$ cat src/rtl/tlc_pkg.sv
/*
  Constants shared by the threshold compare block: register pointers,
  field positions and reset values of the two threshold registers.
  Assumes a register port driven by a serial front end on clk.
*/
`default_nettype none
package tlc_pkg;
  localparam int unsigned  TLC_DATA_W     = 16;
  localparam logic [1:0]   TLC_PTR_LOW    = 2'h2;
  localparam logic [1:0]   TLC_PTR_HIGH   = 2'h3;
  localparam logic [15:0]  TLC_LOW_RST    = 16'hF600;
  localparam logic [15:0]  TLC_HIGH_RST   = 16'h3C00;
  localparam int unsigned  TLC_EXT_BIT    = 3;
  localparam logic [15:0]  TLC_MASK_STD   = 16'hFFF0;
  localparam logic [15:0]  TLC_MASK_EXT   = 16'hFFF8;
  localparam logic [15:0]  TLC_EXT_MASK   = 16'h0008;
  localparam real          TLC_LSB_DEGC   = 0.0625;
endpackage : tlc_pkg
`default_nettype wire

$ cat src/rtl/tlc_top.sv
/*
  Low and high threshold registers with end-of-conversion compare.
  Assumes the serial front end gives one-cycle write and read strobes
  with a 2-bit pointer, and the converter a one-cycle done pulse.
*/
// Notes on behaviour
// - low threshold at pointer 10, reset F600h.
// - high threshold at pointer 11, reset 3C00h.
// - reset encodings mean -10/+60 degrees only in 12-bit format.
// - on conversion done, result below low threshold sets below flag.
// - on conversion done, result above high threshold sets above flag.
// - in 12-bit mode writes to bit 3 of thresholds are ignored.
// - 12-bit low layout: value 15:4, bit 3, bits 2:0 read zero.
// - 13-bit low layout: value 15:3, bits 2:0 read zero.
// - 12-bit high layout: value 15:4, bit 3, bits 2:0 read zero.
// - 13-bit high layout: value 15:3, bits 2:0 read zero.
// - temperatures and thresholds are signed two's complement.
// - one LSB weighs 0.0625 degrees in both formats.
// - latch select 0 clears flags on read; 1 keeps them latched.
`timescale 1ns/100ps
`default_nettype none
module tlc_top
  import tlc_pkg::*;
(
  input  wire logic        clk,                   // 40 MHz clock
  input  wire logic        nrst,                  // Async reset, low
  input  wire logic        extended_range_select, // 13-bit format
  input  wire logic        flag_latch_select,     // Keep flags latched
  input  wire logic [1:0]  reg_ptr,               // Register pointer
  input  wire logic        reg_wr,                // Write strobe
  input  wire logic        reg_rd,                // Read strobe
  input  wire logic [15:0] reg_wdata,             // Write data
  output logic [15:0]      reg_rdata,             // Read data
  input  wire logic        conv_done,             // Conversion done
  input  wire logic [15:0] conv_result,           // Result word
  input  wire logic        cfg_rd,                // Config reg read
  output logic             below_threshold_flag,  // Low limit crossed
  output logic             above_threshold_flag   // High limit crossed
);
  typedef struct packed {
    logic [15:0] low;
    logic [15:0] high;
    logic [15:0] rdata;
    logic        below;
    logic        above;
  } tlc_state_t;

  tlc_state_t st_reg;
  tlc_state_t st_next;
  logic [15:0] mask;
  logic [15:0] wmask;
  logic        cmp_below;
  logic        cmp_above;

  // Format mask: bit 3 is value in 13-bit mode, a stored flag otherwise.
  // One LSB weighs the same in both formats, so no rescale is needed
  // before the compare; only the unused low bits are cut off.
  assign mask  = extended_range_select ? TLC_MASK_EXT
                                       : TLC_MASK_STD;
  // Bit 3 writable only in 13-bit mode; stays put otherwise
  assign wmask = extended_range_select ? TLC_MASK_EXT : TLC_MASK_STD;

  // Write merge: bits 2:0 are dropped, bit 3 keeps its old value unless
  // the format makes it part of the value
  function automatic logic [15:0] merge_word
  (
    logic [15:0] old_word,
    logic [15:0] new_word,
    logic [15:0] wr_mask
  );
    merge_word = (new_word & wr_mask) | (old_word & ~wr_mask & TLC_EXT_MASK);
  endfunction : merge_word

  // Read view of a threshold: reserved bits 2:0 always read as zero
  function automatic logic [15:0] read_word
  (
    logic [15:0] word
  );
    read_word = word & TLC_MASK_EXT;
  endfunction : read_word

  // The field layout only fits a 16-bit register word
  if (TLC_DATA_W != 16)
  begin : g_word_check
    $error("threshold word must be 16 bits");
  end

  tlc_cmp u_cmp
  (
    .result (conv_result),
    .limit  (st_reg.low),
    .mask   (mask),
    .below  (cmp_below),
    .above  ()
  );

  tlc_cmp u_cmp_hi
  (
    .result (conv_result),
    .limit  (st_reg.high),
    .mask   (mask),
    .below  (),
    .above  (cmp_above)
  );

  // Next state: writes, read data, flags with set winning over clear
  always_comb
  begin
    st_next = st_reg;
    if (reg_wr && reg_ptr == TLC_PTR_LOW)
      st_next.low = merge_word(st_reg.low, reg_wdata, wmask);
    if (reg_wr && reg_ptr == TLC_PTR_HIGH)
      st_next.high = merge_word(st_reg.high, reg_wdata, wmask);
    if (reg_rd)
    begin
      unique case (reg_ptr)
        TLC_PTR_LOW:  st_next.rdata = read_word(st_reg.low);
        TLC_PTR_HIGH: st_next.rdata = read_word(st_reg.high);
        default:      st_next.rdata = 16'h0000;
      endcase
    end
    if (cfg_rd && !flag_latch_select)
    begin
      st_next.below = 1'h0;
      st_next.above = 1'h0;
    end
    if (conv_done && cmp_below)
      st_next.below = 1'h1;
    if (conv_done && cmp_above)
      st_next.above = 1'h1;
  end

  // State register; reset values hold only the 12-bit meaning
  always_ff @(posedge clk or negedge nrst)
  begin
    if (!nrst)
    begin
      st_reg.low   <= TLC_LOW_RST;
      st_reg.high  <= TLC_HIGH_RST;
      st_reg.rdata <= 16'h0000;
      st_reg.below <= 1'h0;
      st_reg.above <= 1'h0;
    end
    else
      st_reg <= st_next;
  end

  assign reg_rdata            = st_reg.rdata;
  assign below_threshold_flag = st_reg.below;
  assign above_threshold_flag = st_reg.above;
endmodule : tlc_top
`default_nettype wire

$ cat src/rtl/tlc_cmp.sv
/*
  Signed compare of a conversion result against one threshold.
  Assumes both words share the alignment chosen by the range select.
*/
`timescale 1ns/100ps
`default_nettype none
module tlc_cmp
(
  input  wire logic [15:0] result,    // Conversion result word
  input  wire logic [15:0] limit,     // Threshold word
  input  wire logic [15:0] mask,      // Valid value bits for the format
  output logic             below,     // Result strictly below limit
  output logic             above      // Result strictly above limit
);
  logic signed [15:0] r_s;
  logic signed [15:0] l_s;
  // Masking both sides keeps the flag bit out of the compare
  assign r_s   = $signed(result & mask);
  assign l_s   = $signed(limit & mask);
  assign below = r_s < l_s;
  assign above = r_s > l_s;
endmodule : tlc_cmp
`default_nettype wire

$ cat config.mk
export PLATFORM = sky130hd
export DESIGN_NAME = tlc_top
export DESIGN_NICKNAME = d
export VERILOG_FILES = /design/src/rtl/tlc_pkg.sv /design/src/rtl/tlc_top.sv /design/src/rtl/tlc_cmp.sv
export SDC_FILE = /design/constraint.sdc
export NUM_CORES = 1
export LEC_CHECK = 0
export ABC_AREA = 1
export BUFFER_PORTS_ARGS = -buffer_cell sky130_fd_sc_hd__buf_4
export CORE_MARGIN = 2
export CORE_UTILIZATION = 35
export DETAILED_ROUTE_END_ITERATION = 16
export GPL_TIMING_DRIVEN = 0
export HOLD_SLACK_MARGIN = 0.1
export PLACE_DENSITY = 0.54
export SLEW_MARGIN = 0
export SYNTH_ARGS = -nofsm -noshare
export SYNTH_HDL_FRONTEND = slang
export SYNTH_SLANG_ARGS = --single-unit
$ cat constraint.sdc
create_clock -name clk -period 3.6 [get_ports clk]
set_input_delay 0.36 -clock clk [delete_from_list [all_inputs] [get_ports clk]]
set_output_delay 0.36 -clock clk [all_outputs]
set_load 0.05 [all_outputs]
; Word-level counts from Yosys, hierarchy flattened
; Index checks and enable logic that the tools add are counted.
[word_totals]
ff_bits = 50
wordCells = 31
out_inout_bits = 18
[classes]
n_lt_le_gt_ge = 2
n_reduce_logical = 8
bitwise_logic = 9
eq_ne = 2
n_mux = 5
[op_table]
columns = operator, n
row1 = AND 16 bit, 4
row2 = OR 16 x 4 -> 16 bit, 2
row3 = one-hot mux 16 bit (2 select lines), 1
row4 = > comparator 16 bit, 1
row5 = < comparator 16 bit, 1
row6 = AND 4 bit, 2
row7 = logical AND 1 bit, 5
row8 = "equality test 2 bit, second input constant", 2
row9 = two-way mux 4 bit, 1
row10 = inverter 4 bit, 1
row11 = nonzero test 2 bit, 2
row12 = two-way mux 1 bit, 2
row13 = two-way mux 2 bit, 1
row14 = zero test 1 bit, 1

; Depth between registers and ports, before layout
; Gate-level depths: netlist of run 1.
[logic_depth]
word_depth = 5
ltp_mapped = 11

; Modules after synthesis
; A second synthesis of run 1 with hierarchy kept.
[unflattened]
cells_unflattened = 465
area_unflattened_um2 = 3116.7
[by_module_without_submodules]
columns = mod, instances, cells_per_inst, seq_area_each_um2, area_per_inst_um2
row1 = tlc_top, 1, 247, 1038.5, 1963.1
row2 = tlc_cmp, 2, 109, 0.0, 576.8

; Worst setup path before layout of run 1
; No wires, ideal clock.
[synth_timing]
kind = reg-to-reg
from = register st_reg[49] (netlist name)
to = register st_reg (netlist bit below_threshold_flag)
synth_period_minus_slack_ns = 1.549
required_ns = 3.482
setup_slack_ns = 2.051
path_buffers = 0
setup_time_ns = 0.118
t_arrival_ns = 1.431
stages_incl_launch_ff = 12
path_cell_list = dfstp_2 > inv_1 > ha_1 > nand2_1 > nor2_1 > nand2_1 > nor2_1 > nand2_1 > nand2_1 > nand2_1 > nand3_1 > nand2_1
[synth_between]
elab_chain_len = 4
[synth_lines]
columns = element, line
row1 = "start, declared", tlc_top.sv:48  ; tlc_state_t st_reg;
row2 = "start signal, assigned", tlc_top.sv:145  ; st_reg <= st_next;
row3 = AND 16 bit *, tlc_cmp.sv:19  ; assign l_s = $signed(limit & mask);
row4 = < comparator 16 bit *, tlc_cmp.sv:20  ; assign below = r_s < l_s;
row5 = logical AND 1 bit *, tlc_top.sv:127  ; if (conv_done && cmp_below)
row6 = two-way mux 1 bit or nonzero test 2 bit (tied branches), -
; Mark *: on every way between the ends. The rest lies on a longest branch, timed or not.
; A chain may end at the register's enable or synchronous reset.

; Final worst setup path of run 1
; Same ends and word-level chain as after synthesis.

==> results of run 1 <==
[report_power, final]
| group | leakage, uW | switching, uW | internal (uW) |
|---|---|---|---|
| combinational | 0.00107 | 293 | 185 |
| clock | 0.0000450 | 161 | 135 |
| sequential | 0.000478 | 45.8 | 549 |
[cells by family (layout without fill, tap and decap cells)]
kind of cell | Yosys count | after routing | share of synthesized area [%]
DFF | 41 | 41 | 41.1
AOI/OAI and AO/OA | 49 | 49 | 10.5
adders and majority gates | 25 | 25 | 12.4
and+or+nand+nor | 135 | 135 | 21.8
buffers and inverters | 73 | 130 | 14.1
other | 1 | 3 | 0.148
[worst register-to-register path: cells and delay by family (launching register included)]
kind	cells	cell delay [ns]
flip-flops	1	0.56
buffers and inverters	1	0.06
AND/OR/NAND/NOR	9	0.74
adder cells (fa/ha/maj)	1	0.32
[stage by stage]
stage                     cell area, sq um  utilization [%]  total power [uW]  std cells
after floorplan                       2540                -               931        326
after global placement                3020             43.7              1080        470
after detailed placement              3020             43.7              1090        470
after CTS                             3110             45.0              1380        479
after global routing                  3110             45.0              1470        479
final                                 3110             45.0              1370        479
[cell type report]
cell class / count / share of cell area, %
multi-input combinational: 212 / 36.7
sequential: 41 / 33.4
timing repair buffer: 49 / 11.9
buffer: 27 / 5.92
inverter: 46 / 5.55
tap: 96 / 3.86
clock buffer: 6 / 2.33
clock inverter: 2 / 0.322
[repair_timing]
action / 4_1_cts / 5_1_grt
hold buffers: 1 / 0
resized for setup: 0 / 0
endpoints found under the hold margin: 31 / 0
[synth_stat cells]
cell type / count
sky130_fd_sc_hd__dfstp_2: 10
sky130_fd_sc_hd__inv_2: 1
sky130_fd_sc_hd__conb_1: 1
sky130_fd_sc_hd__a31oi_1: 14
sky130_fd_sc_hd__clkbuf_1: 4
sky130_fd_sc_hd__buf_4: 19
sky130_fd_sc_hd__o21ai_1: 11
sky130_fd_sc_hd__nand2_1: 91
sky130_fd_sc_hd__nor3_4: 1
sky130_fd_sc_hd__a21oi_1: 9
sky130_fd_sc_hd__nand3_1: 22
sky130_fd_sc_hd__buf_2: 3
sky130_fd_sc_hd__ha_1: 25
sky130_fd_sc_hd__buf_6: 1
sky130_fd_sc_hd__inv_1: 45
sky130_fd_sc_hd__dfrtp_1: 31
sky130_fd_sc_hd__nor2_2: 2
sky130_fd_sc_hd__o21ai_0: 14
sky130_fd_sc_hd__o21a_1: 1
sky130_fd_sc_hd__nor2_1: 19
[layer usage]
metal / part of all wire, % / routed length, um / global-route usage (%)
met1: 49 / 2970 / 23.4
met2: 44 / 2670 / 26.7
met3: 5.2 / 310 / 2.49
met4: 0.91 / 55 / 4.07
met5: 0 / 0 / 0
[worst paths after layout]
check / end / cells past startpoint
setup reg to reg: below_threshold_flag / 11
hold reg to reg: below_threshold_flag / 2
hold / removal: st_reg[44] / 3
max in group asynchronous: st_reg[30] / 2
min in group asynchronous: asynchronous set/reset pin / 2
setup / recovery: below_threshold_flag / 11
==> report_table.html, run 1 <==
<table>
<tr><th>Metric</th><th>Value</th></tr>
<tr><th colspan="2">Status</th></tr>
<tr><td>Result of the run</td><td>complete, no violations</td></tr>
<tr><th colspan="2">Global route</th></tr>
<tr><td>Grt total ovfl</td><td>0</td></tr>
<tr><td>Pin count of the biggest net entering global routing</td><td>42</td></tr>
<tr><td>Vias in the first global route</td><td>just over 2000</td></tr>
<tr><td>Overall track demand over capacity in global routing</td><td>16.6%</td></tr>
<tr><td>Wire length of the first global-routing pass</td><td>about 10 mm</td></tr>
<tr><td>Number of antenna violations at the first check in global routing</td><td>0</td></tr>
<tr><th colspan="2">Worst setup path</th></tr>
<tr><td>CP Capture Type</td><td>flip-flop</td></tr>
<tr><td>Slowest cell on the critical path</td><td>sky130_fd_sc_hd__dfstp_2</td></tr>
<tr><td>CP top delay family</td><td>simple AND/OR/NAND/NOR gates</td></tr>
<tr><td>Reg-to-reg setup timing slack</td><td>approximately 1.8 ns</td></tr>
<tr><td>Worst path cell trace</td><td>inv_1, ha_1, nand2_1, nor2_1, nand2_1, nor2_1, nand2_1, nand2_1, nand2_1, nand3_1, nand2_1</td></tr>
<tr><td>Slowest stage delay, CP</td><td>around 0.56 ns</td></tr>
<tr><td>CP Data Required Time</td><td>roughly 3.8 ns</td></tr>
<tr><td>Endpoint arrival time on the critical path</td><td>between 1.5 and 2 ns</td></tr>
<tr><td>Most common cell on crit path</td><td>sky130_fd_sc_hd__nand2_1</td></tr>
<tr><td>Count of buffering cells on the critical path with inverters included</td><td>1</td></tr>
<tr><td>Category of the worst setup path launch point</td><td>flip-flop</td></tr>
<tr><td>Worst reg2reg path startpoint</td><td>st_reg[49]</td></tr>
<tr><td>Max Fanout on Critical Path</td><td>4</td></tr>
<tr><td>Crit path launch</td><td>st_reg[49]</td></tr>
<tr><td>Type of the setup path with the least slack</td><td>reg -&gt; reg</td></tr>
<tr><th colspan="2">Clocking</th></tr>
<tr><td>Number of clock sinks seen by CTS</td><td>41</td></tr>
<tr><td>Clk_lat worst skew</td><td>just under 0.3 ns</td></tr>
<tr><td>Maximum buffer depth of the clock tree</td><td>2</td></tr>
<tr><td>Post-CTS setup buffer count</td><td>0</td></tr>
<tr><td>CTS tree</td><td>built</td></tr>
<tr><td>Clock transition at the register clock pins on the worst setup and hold paths after CTS</td><td>0.08 ns</td></tr>
<tr><td>Number of buffers added by the clock tree synthesis step</td><td>5</td></tr>
<tr><td>Cell chosen for the clock root</td><td>sky130_fd_sc_hd__clkbuf_8</td></tr>
<tr><td>CTS H-tree lvls</td><td>2</td></tr>
<tr><th colspan="2">STA</th></tr>
<tr><td>Normalized max-slew margin</td><td>between 60 and 70%</td></tr>
<tr><td>Final setup violation count</td><td>0</td></tr>
<tr><td>Unrepaired setup endpoints after global routing</td><td>false</td></tr>
<tr><td>Shortest clock period the worst path allows after layout</td><td>1.77 ns</td></tr>
<tr><td>Endpoints failing hold</td><td>0</td></tr>
<tr><td>Max Freq</td><td>565 MHz</td></tr>
<tr><td>Final count of pins violating max slew</td><td>0</td></tr>
<tr><td>Post-layout worst setup margin</td><td>1.83 ns</td></tr>
<tr><td>Final TNS setup</td><td>0 ns</td></tr>
<tr><td>Worst-case clock skew</td><td>0.00379 ns</td></tr>
<tr><td>Minimum hold slack</td><td>about 0.29 ns</td></tr>
<tr><td>Tightest Pin Transition</td><td>0.555 ns</td></tr>
<tr><td>Post-route fraction of the period consumed by the critical path</td><td>about 49%</td></tr>
<tr><th colspan="2">Final layout</th></tr>
<tr><td>Most common cell after layout, fill and taps aside</td><td>sky130_fd_sc_hd__nand2_1</td></tr>
<tr><td>Proportion of layout cells with a drive suffix above 1</td><td>about a quarter</td></tr>
<tr><td>FILL cells</td><td>752</td></tr>
<tr><td>Top library cells by usage in the layout, fill and taps aside</td><td>91 x sky130_fd_sc_hd__nand2_1, 67 x sky130_fd_sc_hd__buf_4, 45 x sky130_fd_sc_hd__inv_1, 31 x sky130_fd_sc_hd__dfrtp_1, 25 x sky130_fd_sc_hd__ha_1</td></tr>
<tr><td>Number of nets in the final layout</td><td>449</td></tr>
<tr><td>Antenna cell count</td><td>0</td></tr>
<tr><td>Layout Area Growth over Synthesis</td><td>23.0%</td></tr>
<tr><td>FF/Latch Area</td><td>1040 sq um</td></tr>
<tr><td>Flip-flop count of the largest register, all copies and words added</td><td>24</td></tr>
<tr><td>Area of the multi-input gates</td><td>~1100 sq um</td></tr>
<tr><th colspan="2">Floorplan</th></tr>
<tr><td>Die boundary width</td><td>89 um</td></tr>
<tr><td>Number of top-level design ports</td><td>60</td></tr>
<tr><td>Standard cell core area</td><td>6910 sq um</td></tr>
<tr><td>Floorplan row count</td><td>30</td></tr>
<tr><td>Total Die Area</td><td>7920 sq um</td></tr>
<tr><td>Die Ht</td><td>89 um</td></tr>
<tr><td>Initial cell density of the core</td><td>36.6%</td></tr>
<tr><th colspan="2">Logic synthesis</th></tr>
<tr><td>Synth area leaders</td><td>sky130_fd_sc_hd__dfrtp_1 31%, sky130_fd_sc_hd__nand2_1 14%, sky130_fd_sc_hd__ha_1 12%</td></tr>
<tr><td>Cell area after synthesis</td><td>around 2500 sq um</td></tr>
<tr><td>Cell taking the most area after synthesis</td><td>sky130_fd_sc_hd__dfrtp_1</td></tr>
<tr><td>Portion of synthesized cell area occupied by the leading cell type</td><td>30.7%</td></tr>
<tr><td>Yosys synthesis warning count</td><td>0</td></tr>
<tr><td>Seq cells post-synth</td><td>41</td></tr>
<tr><td>Post-synthesis sequential area ratio</td><td>41.1%</td></tr>
<tr><td>Number of instances in the synthesized netlist</td><td>324</td></tr>
<tr><td>Distinct cells, synth</td><td>20</td></tr>
<tr><td>Syn avg cell area</td><td>7.80 sq um</td></tr>
<tr><th colspan="2">Detailed routing</th></tr>
<tr><td>Post-detailed-route DRC marker count</td><td>0</td></tr>
<tr><td>DRC violation total after the first TritonRoute iteration</td><td>79</td></tr>
<tr><td>Detail-routed via count per cell</td><td>roughly 4.5</td></tr>
<tr><td>Via total after detailed routing</td><td>between 2000 and 2500</td></tr>
<tr><td>Total routed wirelength</td><td>around 6 mm</td></tr>
<tr><td>Per-cell routed wire length</td><td>12.6 um</td></tr>
<tr><td>Detailed Routing Iterations Pass 1</td><td>5</td></tr>
<tr><td>Antenna Violating Nets Remaining</td><td>0</td></tr>
<tr><th colspan="2">Power</th></tr>
<tr><td>Power per cell area</td><td>440 nW/um^2</td></tr>
<tr><td>Reported leakage power</td><td>0.00160 uW</td></tr>
<tr><td>Worst IR drop on VDD</td><td>0.000186 V</td></tr>
<tr><th colspan="2">Job</th></tr>
<tr><td>Maximum capacitance violations</td><td>0</td></tr>
<tr><th colspan="2">Placement</th></tr>
<tr><td>Post-Place Setup Slack</td><td>about 1.8 ns</td></tr>
<tr><td>I/O Buffers</td><td>between 40 and 50</td></tr>
<tr><td>Routability-driven placement congestion ratio</td><td>0.792</td></tr>
<tr><td>Post-DP HPWL</td><td>4.77 mm</td></tr>
<tr><th colspan="2">Worst hold path</th></tr>
<tr><td>HP Start</td><td>reg_wdata[10]</td></tr>
<tr><td>Worst hold path type</td><td>in -&gt; reg</td></tr>
</table>
Note: power is estimated with default switching activity, not from simulation.
==> inputs of run 2 (changes only) <==
--- a/config.mk
+++ b/config.mk
@@ -5,7 +5,7 @@
 export SDC_FILE = /design/constraint.sdc
 export NUM_CORES = 1
 export LEC_CHECK = 0
-export ABC_AREA = 1
+export ABC_AREA = 0
 export BUFFER_PORTS_ARGS = -buffer_cell sky130_fd_sc_hd__buf_4
 export CORE_MARGIN = 2
 export CORE_UTILIZATION = 35
==> constraint.sdc (replaced) <==
create_clock -name clk -period 1.7 [get_ports clk]
set_input_delay 0.17 -clock clk [delete_from_list [all_inputs] [get_ports clk]]
set_output_delay 0.17 -clock clk [all_outputs]
set_load 0.05 [all_outputs]
==> run 2 against run 1 <==
Highest routed layer unchanged. Largest power group unchanged. Worst setup slack worse by 1.8 ns. Sequential share of layout area is 1.2 points lower. Wire length is 8.8% lower. Register-to-register slack worse by 1.8 ns. First-iteration DRC count is 38% lower. Global-route usage is 1.7 points lower. Fmax is 6.3% higher. Sequential cell count stayed put. Hold slack worse by 0.17 ns.
==> report_table.html, run 2 <==
<table>
<tr><th>Metric</th><th>Value</th></tr>
<tr><th colspan="2">Detailed routing</th></tr>
<tr><td>Post-detailed-route DRC marker count</td><td>0</td></tr>
<tr><td>DRC violation total after the first TritonRoute iteration</td><td>49</td></tr>
<tr><td>Detail-routed via count per cell</td><td>roughly 4.7</td></tr>
<tr><td>Per-cell routed wire length</td><td>13.9 um</td></tr>
<tr><td>Total routed wirelength</td><td>5.48 mm</td></tr>
<tr><td>Detailed Routing Iterations Pass 1</td><td>4</td></tr>
<tr><td>Via total after detailed routing</td><td>approximately 1800</td></tr>
<tr><td>Antenna Violating Nets Remaining</td><td>0</td></tr>
<tr><th colspan="2">Clocking</th></tr>
<tr><td>CTS tree</td><td>built</td></tr>
<tr><td>Number of buffers added by the clock tree synthesis step</td><td>5</td></tr>
<tr><td>Clock transition at the register clock pins on the worst setup and hold paths after CTS</td><td>around 0.080 ns</td></tr>
<tr><td>Number of clock sinks seen by CTS</td><td>41</td></tr>
<tr><td>Maximum buffer depth of the clock tree</td><td>2</td></tr>
<tr><td>Clk_lat worst skew</td><td>between 0.2 and 0.3 ns</td></tr>
<tr><td>Cell chosen for the clock root</td><td>sky130_fd_sc_hd__clkbuf_8</td></tr>
<tr><td>CTS H-tree lvls</td><td>2</td></tr>
<tr><th colspan="2">STA</th></tr>
<tr><td>Final count of pins violating max slew</td><td>0</td></tr>
<tr><td>Shortest clock period the worst path allows after layout</td><td>around 1.7 ns</td></tr>
<tr><td>Final TNS setup</td><td>0 ns</td></tr>
<tr><td>Unrepaired setup endpoints after global routing</td><td>true</td></tr>
<tr><td>Worst-case clock skew</td><td>0.00402 ns</td></tr>
<tr><td>Normalized max-slew margin</td><td>64.2%</td></tr>
<tr><td>Tightest Pin Transition</td><td>0.536 ns</td></tr>
<tr><td>Max Freq</td><td>601 MHz</td></tr>
<tr><td>Endpoints failing hold</td><td>0</td></tr>
<tr><td>Post-route fraction of the period consumed by the critical path</td><td>approximately 98%</td></tr>
<tr><td>Final setup violation count</td><td>0</td></tr>
<tr><th colspan="2">Logic synthesis</th></tr>
<tr><td>Distinct cells, synth</td><td>38</td></tr>
<tr><td>Synth area leaders</td><td>sky130_fd_sc_hd__dfrtp_1 31%, sky130_fd_sc_hd__ha_1 13%, sky130_fd_sc_hd__mux2_2 12%</td></tr>
<tr><td>Cell taking the most area after synthesis</td><td>sky130_fd_sc_hd__dfrtp_1</td></tr>
<tr><td>Portion of synthesized cell area occupied by the leading cell type</td><td>between 30% and 40%</td></tr>
<tr><td>Post-synth top flop</td><td>sky130_fd_sc_hd__dfrtp_1</td></tr>
<tr><td>Syn avg cell area</td><td>around 11 sq um</td></tr>
<tr><td>Post-synthesis sequential area ratio</td><td>41.6%</td></tr>
<tr><td>Share of synthesized registers carrying an async set or reset</td><td>100%</td></tr>
<tr><td>Yosys synthesis warning count</td><td>0</td></tr>
<tr><td>Cell types with the highest counts after synthesis</td><td>39 x sky130_fd_sc_hd__inv_1, 31 x sky130_fd_sc_hd__dfrtp_1, 26 x sky130_fd_sc_hd__mux2_2</td></tr>
<tr><td>EDFF count, synth</td><td>0</td></tr>
<tr><td>Number of instances in the synthesized netlist</td><td>232</td></tr>
<tr><td>Cell with the most instances after synthesis</td><td>sky130_fd_sc_hd__inv_1</td></tr>
<tr><td>Seq cells post-synth</td><td>41</td></tr>
<tr><td>Cell area after synthesis</td><td>roughly 2500 sq um</td></tr>
<tr><th colspan="2">Floorplan</th></tr>
<tr><td>Total Die Area</td><td>7820 sq um</td></tr>
<tr><td>Standard cell core area</td><td>6830 sq um</td></tr>
<tr><td>Initial cell density of the core</td><td>between 30% and 40%</td></tr>
<tr><td>Number of top-level design ports</td><td>60</td></tr>
<tr><td>Die boundary width</td><td>88.4 um</td></tr>
<tr><td>Floorplan row count</td><td>30</td></tr>
<tr><td>Die Ht</td><td>approximately 88 um</td></tr>
<tr><th colspan="2">Global route</th></tr>
<tr><td>Wire length of the first global-routing pass</td><td>just under 9 mm</td></tr>
<tr><td>Vias in the first global route</td><td>1771</td></tr>
<tr><td>GR Util met1</td><td>20.6%</td></tr>
<tr><td>Grt total ovfl</td><td>0</td></tr>
<tr><td>Number of antenna violations at the first check in global routing</td><td>0</td></tr>
<tr><td>Pin count of the biggest net entering global routing</td><td>42</td></tr>
<tr><td>GRT met3 Usage</td><td>2.80%</td></tr>
<tr><td>Peak-usage layer in the global routing report</td><td>met2</td></tr>
<tr><td>Overall track demand over capacity in global routing</td><td>14.8%</td></tr>
<tr><td>Global routing met2 resource utilization</td><td>24.2%</td></tr>
<tr><th colspan="2">Worst setup path</th></tr>
<tr><td>Reg-to-reg setup timing slack</td><td>between 0.03 and 0.04 ns</td></tr>
<tr><td>Worst reg2reg path startpoint</td><td>st_reg[29]</td></tr>
<tr><td>CP Data Required Time</td><td>1.90 ns</td></tr>
<tr><td>CP Capture Type</td><td>flip-flop</td></tr>
<tr><td>Type of the setup path with the least slack</td><td>reg -&gt; reg</td></tr>
<tr><td>Capture point of the worst reg-to-reg path</td><td>above_threshold_flag</td></tr>
<tr><td>Logic depth of the worst register-to-register path</td><td>6</td></tr>
<tr><td>Max Fanout on Critical Path</td><td>3</td></tr>
<tr><td>Endpoint arrival time on the critical path</td><td>1.86 ns</td></tr>
<tr><td>Category of the worst setup path launch point</td><td>flip-flop</td></tr>
<tr><td>Crit path launch</td><td>st_reg[29]</td></tr>
<tr><th colspan="2">Final layout</th></tr>
<tr><td>Proportion of layout cells with a drive suffix above 1</td><td>44.6%</td></tr>
<tr><td>Number of nets in the final layout</td><td>364</td></tr>
<tr><td>Final core area utilization</td><td>47.2%</td></tr>
<tr><td>Post-route cell area</td><td>3220 sq um</td></tr>
<tr><td>Area of the multi-input gates</td><td>roughly 1300 sq um</td></tr>
<tr><td>Antenna cell count</td><td>0</td></tr>
<tr><td>Layout Area Growth over Synthesis</td><td>29.3%</td></tr>
<tr><td>Top library cells by usage in the layout, fill and taps aside</td><td>71 x sky130_fd_sc_hd__buf_4, 36 x sky130_fd_sc_hd__inv_1, 31 x sky130_fd_sc_hd__dfrtp_1, 26 x sky130_fd_sc_hd__mux2_2, 20 x sky130_fd_sc_hd__ha_1</td></tr>
<tr><td>FF/Latch Area</td><td>roughly 1000 sq um</td></tr>
<tr><td>Flip-flop count of the largest register, all copies and words added</td><td>24</td></tr>
<tr><td>FILL cells</td><td>704</td></tr>
<tr><td>Most common cell after layout, fill and taps aside</td><td>sky130_fd_sc_hd__buf_4</td></tr>
<tr><th colspan="2">Worst hold path</th></tr>
<tr><td>Hold-critical path depth</td><td>2</td></tr>
<tr><td>Worst Hold Endpoint</td><td>st_reg[39]</td></tr>
<tr><td>HP Start</td><td>reg_wdata[5]</td></tr>
<tr><td>Worst hold path type</td><td>in -&gt; reg</td></tr>
<tr><th colspan="2">Placement</th></tr>
<tr><td>Routability-driven placement congestion ratio</td><td>0.808</td></tr>
<tr><td>Instance area after placement</td><td>2990 sq um</td></tr>
<tr><td>Post-DP HPWL</td><td>4.18 mm</td></tr>
<tr><td>I/O Buffers</td><td>49</td></tr>
<tr><th colspan="2">Power</th></tr>
<tr><td>Power per cell area</td><td>987 nW/um^2</td></tr>
<tr><td>Worst IR drop on VDD</td><td>0.000449 V</td></tr>
<tr><td>Reported leakage power</td><td>0.00161 uW</td></tr>
<tr><th colspan="2">Status</th></tr>
<tr><td>Result of the run</td><td>complete, no violations</td></tr>
<tr><th colspan="2">Job</th></tr>
<tr><td>Maximum capacitance violations</td><td>0</td></tr>
</table>
==> run 2: per-stage QoR <==
step           hold slack, ns  cells  power, uW  setup WS (ns)
2_1_floorplan          -0.126    234       2120         0.0207
4_1_cts                 0.110    393       3180        0.00284
5_1_grt                 0.110    394       3390        -0.0624
6_report                0.118    394       3180         0.0354
3_5_place_dp            0.191    379       2480        -0.0925
3_3_place_gp            0.192    379       2460        -0.0890
==> run 2: how the worst max path moves through the flow <==
stage | end
final | above_threshold_flag
after global routing | above_threshold_flag
after CTS | above_threshold_flag
after detailed placement | above_threshold_flag
after global placement | below_threshold_flag
after floorplan | below_threshold_flag
==> run 2: routing by layer <==
| metal | routed length, um | vias to the layer above | part of all wire, % |
|---|---|---|---|
| met5 | 0 | - | 0 |
| met4 | 21 | 0 | 0.38 |
| met3 | 245 | 2 | 4.5 |
| met2 | 2630 | 41 | 48 |
| met1 | 2590 | 882 | 47 |
| li1 | - | 908 | - |
==> run 2: worst max-delay path, stage by stage (launching register included) <==
cell and delay, ns:
sky130_fd_sc_hd__dfstp_2 0.54, sky130_fd_sc_hd__inv_2 0.04, sky130_fd_sc_hd__ha_4 0.27, sky130_fd_sc_hd__nand2_2 0.04, sky130_fd_sc_hd__o21a_1 0.18, sky130_fd_sc_hd__o2111a_1 0.26
sky130_fd_sc_hd__a221oi_2 0.24
==> run 2: cell type report <==
cell class | count | area share, %
Multi-Input combinational cell | 132 | 38.9
Sequential cell | 41 | 32.2
Timing Repair Buffer | 56 | 13.2
Buffer | 22 | 4.85
Inverter | 39 | 4.54
Tap cell | 96 | 3.73
Clock buffer | 6 | 2.25
Clock inverter | 2 | 0.311
==> run 2: cells by family after synthesis <==
| group | share of synthesized area [%] |
|---|---|
| other | 0.150 |
| muxes | 17.0 |
| DFF | 41.6 |
| and+or+nand+nor | 6.17 |
| adders and majority gates | 12.5 |
| buffers and inverters | 12.1 |
| AOI/OAI and AO/OA | 10.4 |
==> run 2: what timing repair did <==
action	4_1_cts	5_1_grt
cloned	0	0
hold buffers	2	0
gates resized for setup	5	8
buffers inserted	4	1
setup endpoints to repair	2	2
hold endpoints to repair	33	0
pin swaps	8	11
==> run 2: power by group <==
group / switching [uW] / internal, uW / leakage [uW]
Sequential: 117 / 1190 / 0.000488
Clock: 345 / 285 / 0.0000450
Combinational: 668 / 578 / 0.00108
Total: 1130 / 2050 / 0.00161
